===== config.mk =====
export PLATFORM = sky130hd
export DESIGN_NAME = lsc_ctrl
export DESIGN_NICKNAME = d
export VERILOG_FILES = /design/src/hw/lsc_level_filter.v /design/src/hw/lsc_blink.v /design/src/hw/lsc_ctrl.v
export VERILOG_INCLUDE_DIRS = /design/src /design/src/hw
export SDC_FILE = /design/constraint.sdc
export NUM_CORES = 1
export LEC_CHECK = 0
export BUFFER_PORTS_ARGS = -buffer_cell sky130_fd_sc_hd__buf_4
export CAP_MARGIN = 20
export CORE_UTILIZATION = 40
export CTS_BUF_LIST = sky130_fd_sc_hd__clkbuf_4
export CTS_CLUSTER_SIZE = 28
export DETAILED_ROUTE_END_ITERATION = 7
export SLEW_MARGIN = 20
export SYNTH_ARGS = -nofsm -noshare
export SYNTH_HDL_FRONTEND = slang
export SYNTH_HIERARCHICAL = 1
export SYNTH_SLANG_ARGS = --single-unit

===== constraint.sdc =====
create_clock -name mclk -period 2.75 [get_ports mclk]
set_input_delay 0.55 -clock mclk [delete_from_list [all_inputs] [get_ports mclk]]
set_output_delay 0.55 -clock mclk [all_outputs]
set_load 0.01 [all_outputs]

===== src/hw/lsc_consts.vh =====
// constants of the led sink control and fault block
`ifndef LSC_CONSTS_VH
`define LSC_CONSTS_VH

// one millisecond of mclk at 200 MHz
`define LSC_MS_CYCLES 200000

// times in milliseconds
`define LSC_SHORT_MASK_MS 11'h004
`define LSC_ON_T0_MS 11'h0C8
`define LSC_ON_T1_MS 11'h258
`define LSC_ON_T2_MS 11'h320
`define LSC_ON_T3_MS 11'h4B0
`define LSC_FILT_MIN_MS 14'h0050
`define LSC_FILT_MAX_MS 14'h2710

// status flag positions
`define LSC_F_BLOFF 0
`define LSC_F_CMP 1
`define LSC_F_CMP2 2
`define LSC_F_OVP 3
`define LSC_F_TSD 4
`define LSC_F_SHORT 5
`define LSC_NFLAGS 6

// fault state codes
`define LSC_ST_STANDBY 3'h0
`define LSC_ST_SOFT 3'h1
`define LSC_ST_RUN 3'h2
`define LSC_ST_SHORT 3'h3
`define LSC_ST_THERMAL 3'h4

`define LSC_NSINKS 7
`define LSC_SINK_W 7

`endif


===== src/hw/lsc_level_filter.v =====
// comparator level synchroniser and change filter
`include "lsc_consts.vh"
module lsc_level_filter #(
   parameter WIDTH = 4
) (
   input wire mclk,
   input wire arst_n,
   input wire ms_tick,
   input wire [13:0] filter_ms,
   input wire [WIDTH-1:0] level_raw,
   output reg [WIDTH-1:0] level_q
);
   reg [WIDTH-1:0] s1_q;
   reg [WIDTH-1:0] s2_q;
   reg [WIDTH-1:0] s3_q;
   reg [13:0] cnt_q;
   wire agree;
   wire differs;

   assign agree = (s2_q == s3_q);
   assign differs = agree && (s3_q != level_q);

   always @(posedge mclk or negedge arst_n)
   begin
      if (!arst_n)
      begin
         s1_q <= {WIDTH{1'b0}};
         s2_q <= {WIDTH{1'b0}};
         s3_q <= {WIDTH{1'b0}};
         cnt_q <= 14'h0000;
         level_q <= {WIDTH{1'b0}};
      end
      else
      begin
         s1_q <= level_raw;
         s2_q <= s1_q;
         s3_q <= s2_q;
         // a bounce back to the held value restarts the wait
         if (!differs)
            cnt_q <= 14'h0000;
         else if (cnt_q >= filter_ms)
         begin
            level_q <= s3_q;
            cnt_q <= 14'h0000;
         end
         else if (ms_tick)
            cnt_q <= cnt_q + 14'h0001;
      end
   end
endmodule // lsc_level_filter


===== src/hw/lsc_blink.v =====
// blink sequencer of one independent sink
`include "lsc_consts.vh"
module lsc_blink (
   input wire mclk,
   input wire arst_n,
   input wire ms_tick,
   input wire enable,
   input wire [1:0] on_code,
   input wire [1:0] off_code,
   output wire sink_on
);
   localparam S_IDLE = 2'h0;
   localparam S_ON = 2'h1;
   localparam S_OFF = 2'h2;

   reg [1:0] state_q;
   reg [10:0] cnt_q;

   // code 0 of the off timer means no blinking
   function [10:0] phase_ms;
      input [1:0] code;
      input is_on;
      begin
         case (code)
            2'h0: phase_ms = is_on ? `LSC_ON_T0_MS : 11'h000;
            2'h1: phase_ms = `LSC_ON_T1_MS;
            2'h2: phase_ms = `LSC_ON_T2_MS;
            default: phase_ms = `LSC_ON_T3_MS;
         endcase
      end
   endfunction

   assign sink_on = (state_q == S_ON);

   always @(posedge mclk or negedge arst_n)
   begin
      if (!arst_n)
      begin
         state_q <= S_IDLE;
         cnt_q <= 11'h000;
      end
      else
      begin
         case (state_q)
            S_IDLE:
            begin
               cnt_q <= 11'h000;
               if (enable)
                  state_q <= S_ON;
            end
            S_ON:
            begin
               if (!enable)
                  state_q <= S_IDLE;
               else if (off_code == 2'h0)
                  cnt_q <= 11'h000;
               else if (cnt_q >= phase_ms(on_code, 1'b1))
               begin
                  state_q <= S_OFF;
                  cnt_q <= 11'h000;
               end
               else if (ms_tick)
                  cnt_q <= cnt_q + 11'h001;
            end
            S_OFF:
            begin
               if (!enable)
                  state_q <= S_IDLE;
               else if (cnt_q >= phase_ms(off_code, 1'b0))
               begin
                  state_q <= S_ON;
                  cnt_q <= 11'h000;
               end
               else if (ms_tick)
                  cnt_q <= cnt_q + 11'h001;
            end
            default:
               state_q <= S_IDLE;
         endcase
      end
   end
endmodule // lsc_blink


===== src/hw/lsc_ctrl.v =====
// led sink control, ambient level mapping, fault states and interrupt flags
`include "lsc_consts.vh"
module lsc_ctrl #(
   parameter MS_CYCLES = `LSC_MS_CYCLES
) (
   input wire mclk,
   input wire arst_n,
   // level configuration
   input wire auto_level_enable,
   input wire [2:0] manual_level_code,
   input wire [2:0] filter_sel,
   input wire [3:0] level_main_raw,
   input wire [3:0] level_second_raw,
   input wire seventh_sink_ambient_enable,
   input wire [6:0] seventh_level0,
   input wire [6:0] seventh_level1,
   input wire [6:0] seventh_level2,
   input wire [6:0] seventh_level3,
   input wire [6:0] seventh_level4,
   // sinks
   input wire [6:0] seventh_sink_independent_select,
   input wire [6:0] sink_enable_bit,
   input wire [48:0] sink_current,
   input wire [3:0] fade_in_code,
   input wire [3:0] fade_out_code,
   input wire fade_law,
   input wire [1:0] shared_on_timer,
   input wire [13:0] sink_off_timer,
   // faults
   input wire standby_release_bit,
   input wire standby_enter,
   input wire short_detect,
   input wire overvoltage_detect,
   input wire overtemp_detect,
   input wire cooled_detect,
   input wire backlight_fade_done,
   // interrupt flags
   input wire [5:0] int_enable,
   input wire int_clear_wr,
   input wire [5:0] int_clear_data,
   output reg [2:0] backlight_level_code,
   output reg [3:0] level_main_q,
   output reg [3:0] level_second_q,
   output reg [6:0] backlight_group,
   output reg [6:0] independent_on,
   output reg [48:0] independent_current,
   output reg [6:0] seventh_current,
   output reg seventh_ambient_active,
   output reg [3:0] fade_in_out,
   output reg [3:0] fade_out_out,
   output reg fade_law_out,
   output reg pump_enable,
   output reg sinks_enable,
   output reg low_current,
   output reg short_sense_enable,
   output reg [2:0] fault_state,
   output reg [5:0] int_status,
   output wire interrupt_pin_low_out,
   output wire interrupt_pin_low_oe
);
   // ****************************************
   // millisecond tick
   // ****************************************
   // all long times count in ms ticks so counters stay narrow
   reg [31:0] tick_cnt_q;
   reg ms_tick_q;

   always @(posedge mclk or negedge arst_n)
   begin
      if (!arst_n)
      begin
         tick_cnt_q <= 32'h00000000;
         ms_tick_q <= 1'b0;
      end
      else if (tick_cnt_q >= MS_CYCLES - 1)
      begin
         tick_cnt_q <= 32'h00000000;
         ms_tick_q <= 1'b1;
      end
      else
      begin
         tick_cnt_q <= tick_cnt_q + 32'h00000001;
         ms_tick_q <= 1'b0;
      end
   end

   // ****************************************
   // comparator filtering and level code
   // ****************************************
   reg [13:0] filter_ms;
   wire [3:0] main_f;
   wire [3:0] second_f;

   always @*
   begin
      case (filter_sel)
         3'h0: filter_ms = `LSC_FILT_MIN_MS;
         3'h1: filter_ms = 14'h00A0;
         3'h2: filter_ms = 14'h0140;
         3'h3: filter_ms = 14'h0280;
         3'h4: filter_ms = 14'h0500;
         3'h5: filter_ms = 14'h0A00;
         3'h6: filter_ms = 14'h1400;
         default: filter_ms = `LSC_FILT_MAX_MS;
      endcase
   end

   lsc_level_filter #(.WIDTH(4)) u_filt_main (
      .mclk(mclk),
      .arst_n(arst_n),
      .ms_tick(ms_tick_q),
      .filter_ms(filter_ms),
      .level_raw(level_main_raw),
      .level_q(main_f)
   );

   lsc_level_filter #(.WIDTH(4)) u_filt_second (
      .mclk(mclk),
      .arst_n(arst_n),
      .ms_tick(ms_tick_q),
      .filter_ms(filter_ms),
      .level_raw(level_second_raw),
      .level_q(second_f)
   );

   // bit 3 is level five, bit 0 level two
   function [2:0] level_encode;
      input [3:0] lv;
      begin
         if (lv[3])
            level_encode = 3'h4;
         else if (lv[2])
            level_encode = 3'h3;
         else if (lv[1])
            level_encode = 3'h2;
         else if (lv[0])
            level_encode = 3'h1;
         else
            level_encode = 3'h0;
      end
   endfunction

   wire [2:0] main_code;
   wire seventh_amb;
   reg [6:0] seventh_sel;

   assign main_code = level_encode(main_f);
   assign seventh_amb = seventh_sink_ambient_enable
      & seventh_sink_independent_select[6];

   always @*
   begin
      case (main_code)
         3'h0: seventh_sel = seventh_level0;
         3'h1: seventh_sel = seventh_level1;
         3'h2: seventh_sel = seventh_level2;
         3'h3: seventh_sel = seventh_level3;
         default: seventh_sel = seventh_level4;
      endcase
   end

   // ****************************************
   // independent sinks
   // ****************************************
   wire [6:0] blink_on;
   genvar gi;
   generate
      for (gi = 0; gi < `LSC_NSINKS; gi = gi + 1)
      begin : g_sink
         lsc_blink u_blink (
            .mclk(mclk),
            .arst_n(arst_n),
            .ms_tick(ms_tick_q),
            .enable(sink_enable_bit[gi] & seventh_sink_independent_select[gi]),
            .on_code(shared_on_timer),
            .off_code(sink_off_timer[2*gi+1:2*gi]),
            .sink_on(blink_on[gi])
         );
      end
   endgenerate

   always @(posedge mclk or negedge arst_n)
   begin
      if (!arst_n)
      begin
         backlight_level_code <= 3'h0;
         level_main_q <= 4'h0;
         level_second_q <= 4'h0;
         backlight_group <= 7'h00;
         independent_on <= 7'h00;
         independent_current <= 49'h0;
         seventh_current <= 7'h00;
         seventh_ambient_active <= 1'b0;
         fade_in_out <= 4'h0;
         fade_out_out <= 4'h0;
         fade_law_out <= 1'b0;
      end
      else
      begin
         backlight_level_code <= auto_level_enable ? main_code : manual_level_code;
         level_main_q <= main_f;
         level_second_q <= second_f;
         backlight_group <= ~seventh_sink_independent_select;
         independent_on <= blink_on & {7{sinks_enable}};
         independent_current <= sink_current;
         seventh_current <= seventh_amb ? seventh_sel : sink_current[48:42];
         seventh_ambient_active <= seventh_amb;
         fade_in_out <= fade_in_code;
         fade_out_out <= fade_out_code;
         fade_law_out <= fade_law;
      end
   end

   // ****************************************
   // fault state machine
   // ****************************************
   localparam ST_STANDBY = `LSC_ST_STANDBY;
   localparam ST_SOFT = `LSC_ST_SOFT;
   localparam ST_RUN = `LSC_ST_RUN;
   localparam ST_SHORT = `LSC_ST_SHORT;
   localparam ST_THERMAL = `LSC_ST_THERMAL;

   // analog detectors are asynchronous: three stages, second and third agree
   reg [3:0] fs1_q;
   reg [3:0] fs2_q;
   reg [3:0] fs3_q;
   reg [3:0] fdet_q;
   reg [2:0] state_q;
   reg [10:0] mask_cnt_q;
   reg ovp_prev_q;
   wire short_s;
   wire ovp_s;
   wire hot_s;
   wire cool_s;

   assign short_s = fdet_q[0];
   assign ovp_s = fdet_q[1];
   assign hot_s = fdet_q[2];
   assign cool_s = fdet_q[3];

   always @(posedge mclk or negedge arst_n)
   begin
      if (!arst_n)
      begin
         fs1_q <= 4'h0;
         fs2_q <= 4'h0;
         fs3_q <= 4'h0;
         fdet_q <= 4'h0;
      end
      else
      begin
         fs1_q <= {cooled_detect, overtemp_detect, overvoltage_detect, short_detect};
         fs2_q <= fs1_q;
         fs3_q <= fs2_q;
         fdet_q <= (fs3_q & ~(fs2_q ^ fs3_q)) | (fdet_q & (fs2_q ^ fs3_q));
      end
   end

   always @(posedge mclk or negedge arst_n)
   begin
      if (!arst_n)
      begin
         state_q <= ST_STANDBY;
         mask_cnt_q <= 11'h000;
      end
      else if (hot_s && state_q != ST_THERMAL)
         state_q <= ST_THERMAL;
      else
      begin
         case (state_q)
            ST_STANDBY:
            begin
               mask_cnt_q <= 11'h000;
               if (standby_release_bit)
                  state_q <= ST_SOFT;
            end
            ST_SOFT:
            begin
               if (standby_enter)
                  state_q <= ST_STANDBY;
               else if (mask_cnt_q >= `LSC_SHORT_MASK_MS)
                  state_q <= ST_RUN;
               else if (ms_tick_q)
                  mask_cnt_q <= mask_cnt_q + 11'h001;
            end
            ST_RUN:
            begin
               if (standby_enter)
                  state_q <= ST_STANDBY;
               else if (short_s)
                  state_q <= ST_SHORT;
            end
            ST_SHORT:
            begin
               mask_cnt_q <= 11'h000;
               if (standby_release_bit)
                  state_q <= ST_SOFT;
            end
            ST_THERMAL:
            begin
               mask_cnt_q <= 11'h000;
               if (standby_release_bit && cool_s)
                  state_q <= ST_SOFT;
            end
            default:
               state_q <= ST_STANDBY;
         endcase
      end
   end

   always @(posedge mclk or negedge arst_n)
   begin
      if (!arst_n)
      begin
         pump_enable <= 1'b0;
         sinks_enable <= 1'b0;
         low_current <= 1'b0;
         short_sense_enable <= 1'b0;
         fault_state <= ST_STANDBY;
      end
      else
      begin
         // pump pauses on overvoltage while sinks keep running
         pump_enable <= (state_q == ST_SOFT || state_q == ST_RUN) && !ovp_s;
         sinks_enable <= (state_q == ST_SOFT || state_q == ST_RUN);
         low_current <= (state_q == ST_SHORT);
         short_sense_enable <= (state_q == ST_RUN);
         fault_state <= state_q;
      end
   end

   // ****************************************
   // interrupt flags
   // ****************************************
   reg [3:0] main_prev_q;
   reg [3:0] second_prev_q;
   reg [5:0] flag_set;

   always @*
   begin
      flag_set = 6'h00;
      flag_set[`LSC_F_BLOFF] = backlight_fade_done;
      flag_set[`LSC_F_CMP] = (main_f != main_prev_q);
      flag_set[`LSC_F_CMP2] = (second_f != second_prev_q);
      flag_set[`LSC_F_OVP] = ovp_s & ~ovp_prev_q;
      // level set: a clear while still hot sets it again
      flag_set[`LSC_F_TSD] = hot_s;
      flag_set[`LSC_F_SHORT] = (state_q == ST_RUN) & short_s;
   end

   always @(posedge mclk or negedge arst_n)
   begin
      if (!arst_n)
      begin
         main_prev_q <= 4'h0;
         second_prev_q <= 4'h0;
         ovp_prev_q <= 1'b0;
         int_status <= 6'h00;
      end
      else
      begin
         main_prev_q <= main_f;
         second_prev_q <= second_f;
         ovp_prev_q <= ovp_s;
         // set wins over a same-cycle clear
         int_status <= (int_status & ~({6{int_clear_wr}} & int_clear_data))
            | flag_set;
      end
   end

   // open drain: drive low only while an enabled flag is pending
   assign interrupt_pin_low_out = 1'b0;
   assign interrupt_pin_low_oe = |(int_status & int_enable);

endmodule // lsc_ctrl


==> impl_metrics.py <==
metrics = {
    "setup_path": {
        "cp.required_ns": 3.47,
        "crit_start": "shared_on_timer[0]",
        "cp.arrival_ns": 3.08,
        "worstSetupPathType": "in -> reg",
        "crit_fanout": 19,
        "cp-end-kind": "flop",
        "start_kind": "input pin",
        "reg2reg_from": "g_sink[6].u_blink/cnt_q[6]",
        "reg2reg_slack_ns": 0.50,
    },
    "routing": {
        "drt-pass1-iter-count": 8,
        "drcViolationCount": 0,
        "wl_um": 48800,
        "final_antenna_net_count": 0,
        "wl_per_cell_um": 15.1,
        "vias_per_cell": 5.10,
        "num_vias": 16500,
        "drt_iter0_drc": 800,
    },
    "placed_design": {
        "io_buffer_count": 265,
        "preCtsSetupSlack_ns": -0.428,
        "dpl.hpwl_um": 35700,
        "gp_congestion": 0.846,
    },
    "sta": {
        "maxSlewViolCount": 0,
        "relSlewSlack_pct": 55.1,
        "rsz0062_at_grt": "no",
        "fin_tns_setup_ns": 0,
        "finalHoldViolations": 0,
        "setup_viol": 0,
        "post-route-min-period_ns": 2.35,
        "layout_setup_ws_ns": 0.397,
        "fin_skew_ns": 0.0501,
        "fin_crit_sh_pct": 85.6,
        "fmax_mhz": 425,
        "tightest_slew_ns": 0.673,
    },
    "pwr": {
        "p_sw_w": 0.00456,
        "p_per_area_nw_per_um2": 542,
        "p_comb_share_pct": 27.8,
        "p_clk_share_pct": 33.1,
        "p_int_w": 0.00906,
        "p_sw_share_pct": 33.5,
        "p_leak_nw": 12.0,
        "pwr-share-seq_pct": 39.1,
        "vdd_drop_max_uv": 394,
    },
    "clock_tree": {
        "numCtsBuffers": 93,
        "cts.path.max_buffers": 3,
        "clock-sinks": 319,
        "htree_levels": 3,
        "ctsResizeCount": 0,
        "cts_setup_buffers": 0,
        "path_clk_slew_ns": 0.06,
        "worstSkewPairLatency_ns": 0.82,
        "root_buffer": "clkbuf_4",
        "cts_tree": "built",
    },
    "floorplan": {
        "fp.dieH_um": 224,
        "fp.coreArea_um2": 48100,
        "start_util_pct": 40.8,
        "die_w_um": 224,
        "rows": 80,
        "die-area_um2": 50000,
        "ios": 267,
    },
    "global_routing": {
        "grt_pass1_wl_um": 81600,
        "grt_max_degree": 64,
        "grt_pass1_vias": 16900,
        "antenna_found_initial": 2,
        "grt_usage_pct": 19.9,
        "overflow": 0,
    },
    "final_layout": {
        "final_nets": 2906,
        "area_growth_pct": 27.7,
        "final_core_util_pct": 52.1,
        "drive_gt1_share_pct": 24.1,
        "nFillCells": 4330,
    },
    "logic_synthesis": {
        "synth-main-ff-cell": "dfrtp_1",
        "ys_ff_latch": 319,
        "syn_inst": 1984,
        "syn-cell-area_um2": 19700,
        "ys_seq_area_share_pct": 40.6,
        "ys_async_sr_fraction_pct": 100,
        "yosys_warnings": 6,
        "synth_cell_types": 75,
        "synth_edf_count": 0,
        "avgSynthCellArea_um2": 9.90,
    },
    "run": {
        "max_cap_violations": 0,
    },
    "min_path": {
        "min-delay-start": "int_clear_data[2]",
        "worstHoldPathType": "in -> reg",
    },
    "run_status": {
        "status": "finished, final reports clean",
    },
}
## kinds of logic after synthesis
family          count (synthesis)  share of synthesized area (%)
simple gates                  677                           18.1
compound gates                357                           14.1
flops                         319                           40.6
buf+inv                       269                           5.83
fa+ha+maj                     247                           15.7
xor+xnor                       65                           2.90
mux                            49                           2.75
other cells                     1                         0.0191
## flip-flops by register name, summed over array words and instances (netlist names), 6 cells and up, named ones only
register and flops:
tick_cnt_q 32, u_filt_main/cnt_q 14, g_sink.u_blink/state_q 14, mask_cnt_q 11, seventh_current 7, int_status 6
u_filt_second/cnt_q 14, independent_current 49, g_sink.u_blink/cnt_q 77, backlight_group 7, independent_on 7
## per-stage QoR
| step | power (W) | std cells | area [µm²] | hold slack (ns) |
|---|---|---|---|---|
| after floorplan | 0.00767 | 2006 | 19700 | 0.254 |
| after global placement | 0.00897 | 2970 | 23000 | 0.333 |
| after CTS | 0.0138 | 3224 | 25100 | 0.000107 |
| after detailed placement | 0.00908 | 2970 | 23000 | 0.336 |
| after global routing | 0.0145 | 3227 | 25100 | 0.0157 |
| final | 0.0136 | 3228 | 25100 | 0.0950 |
## power by group through the flow
stage	clock network, W	logic [W]	registers, W
global route	0.00495	0.00420	0.00537
floorplan	0	0.00230	0.00537
global placement	0	0.00358	0.00539
CTS	0.00471	0.00379	0.00532
finish	0.00451	0.00379	0.00532
detailed placement	0	0.00367	0.00540
## layout make-up
type / instances / area [µm²] / area share [%]
repair buffers: 449 / 3670 / 14.6
flip-flops and latches: 319 / 7980 / 31.8
clock inverters: 26 / 168 / 0.668
well taps: 656 / 821 / 3.27
inverters: 221 / 830 / 3.30
multi-input cells: 1418 / 10600 / 42.2
clock buffers: 135 / 1010 / 4.04
diodes: 4 / 10.0 / 0.0399
## layer usage
metal / share of wire, % / vias up / global-route usage, %
li1: - / 8079 / -
met1: 42 / 7881 / 23.6
met2: 50 / 400 / 35.1
met3: 5.1 / 106 / 4.72
met4: 2.3 / 0 / 6.92
met5: 0 / - / 0
## cell usage after synthesis (all sizes together) (19+ instances only)
cell / n / area share, %
xnor2: 38 / 1.7
nor2: 99 / 2.0
ha: 243 / 15
mux2: 19 / 1.1
nor3: 75 / 2.2
o2111ai: 29 / 1.3
o21ai: 69 / 1.8
nand3: 41 / 1.3
o221ai: 58 / 2.8
and2: 58 / 2.0
nand4: 50 / 1.8
a211oi: 29 / 1.3
buf: 39 / 1.4
mux2i: 30 / 1.7
nand2: 235 / 4.5
a21oi: 90 / 2.5
nor4: 21 / 0.70
o211ai: 22 / 0.84
xor2: 27 / 1.2
dfrtp: 319 / 41
inv: 221 / 4.2
## cell usage in the layout, fill, tap and decap left out, types with 29 or more instances in the layout
master,n
nand2_1,234
o2111ai_1,29
and2_1,44
a21oi_1,81
nor2_1,95
o21ai_0,35
dlygate4sd3_1,93
xnor2_1,38
nand4_1,42
o21ai_1,34
inv_1,221
o221ai_1,51
buf_4,350
ha_1,243
dfrtp_1,318
nand3_1,30
nor3_1,65
clkbuf_4,135
## final timing paths
kind	end	cells after the start
max	g_sink[6].u_blink/cnt_q[3]	11
min	int_status[2]	4
max reg2reg	g_sink[6].u_blink/state_q[0]	6
min reg2reg	u_filt_second/s2_q[2]	0
max in group asynchronous	u_filt_main/s1_q[3]	3
min in group asynchronous	state_q[1]	2
## worst max-delay path, stage by stage
cell and delay (ns):
buf_4 0.26, inv_1 0.12, ha_1 0.22, o21ai_0 0.31, ha_1 0.32, a211oi_2 0.21, nand3_2 0.15, a2111oi_4 0.45
buf_4 0.24, o221ai_1 0.13, o21ai_1 0.11
## what timing repair did
item | in CTS | in global routing
hold buffers | 93 | 0
hold endpoints to repair | 137 | 0
endpoints found under the setup margin | 0 | 0
Power figures use the tool's default switching activity.
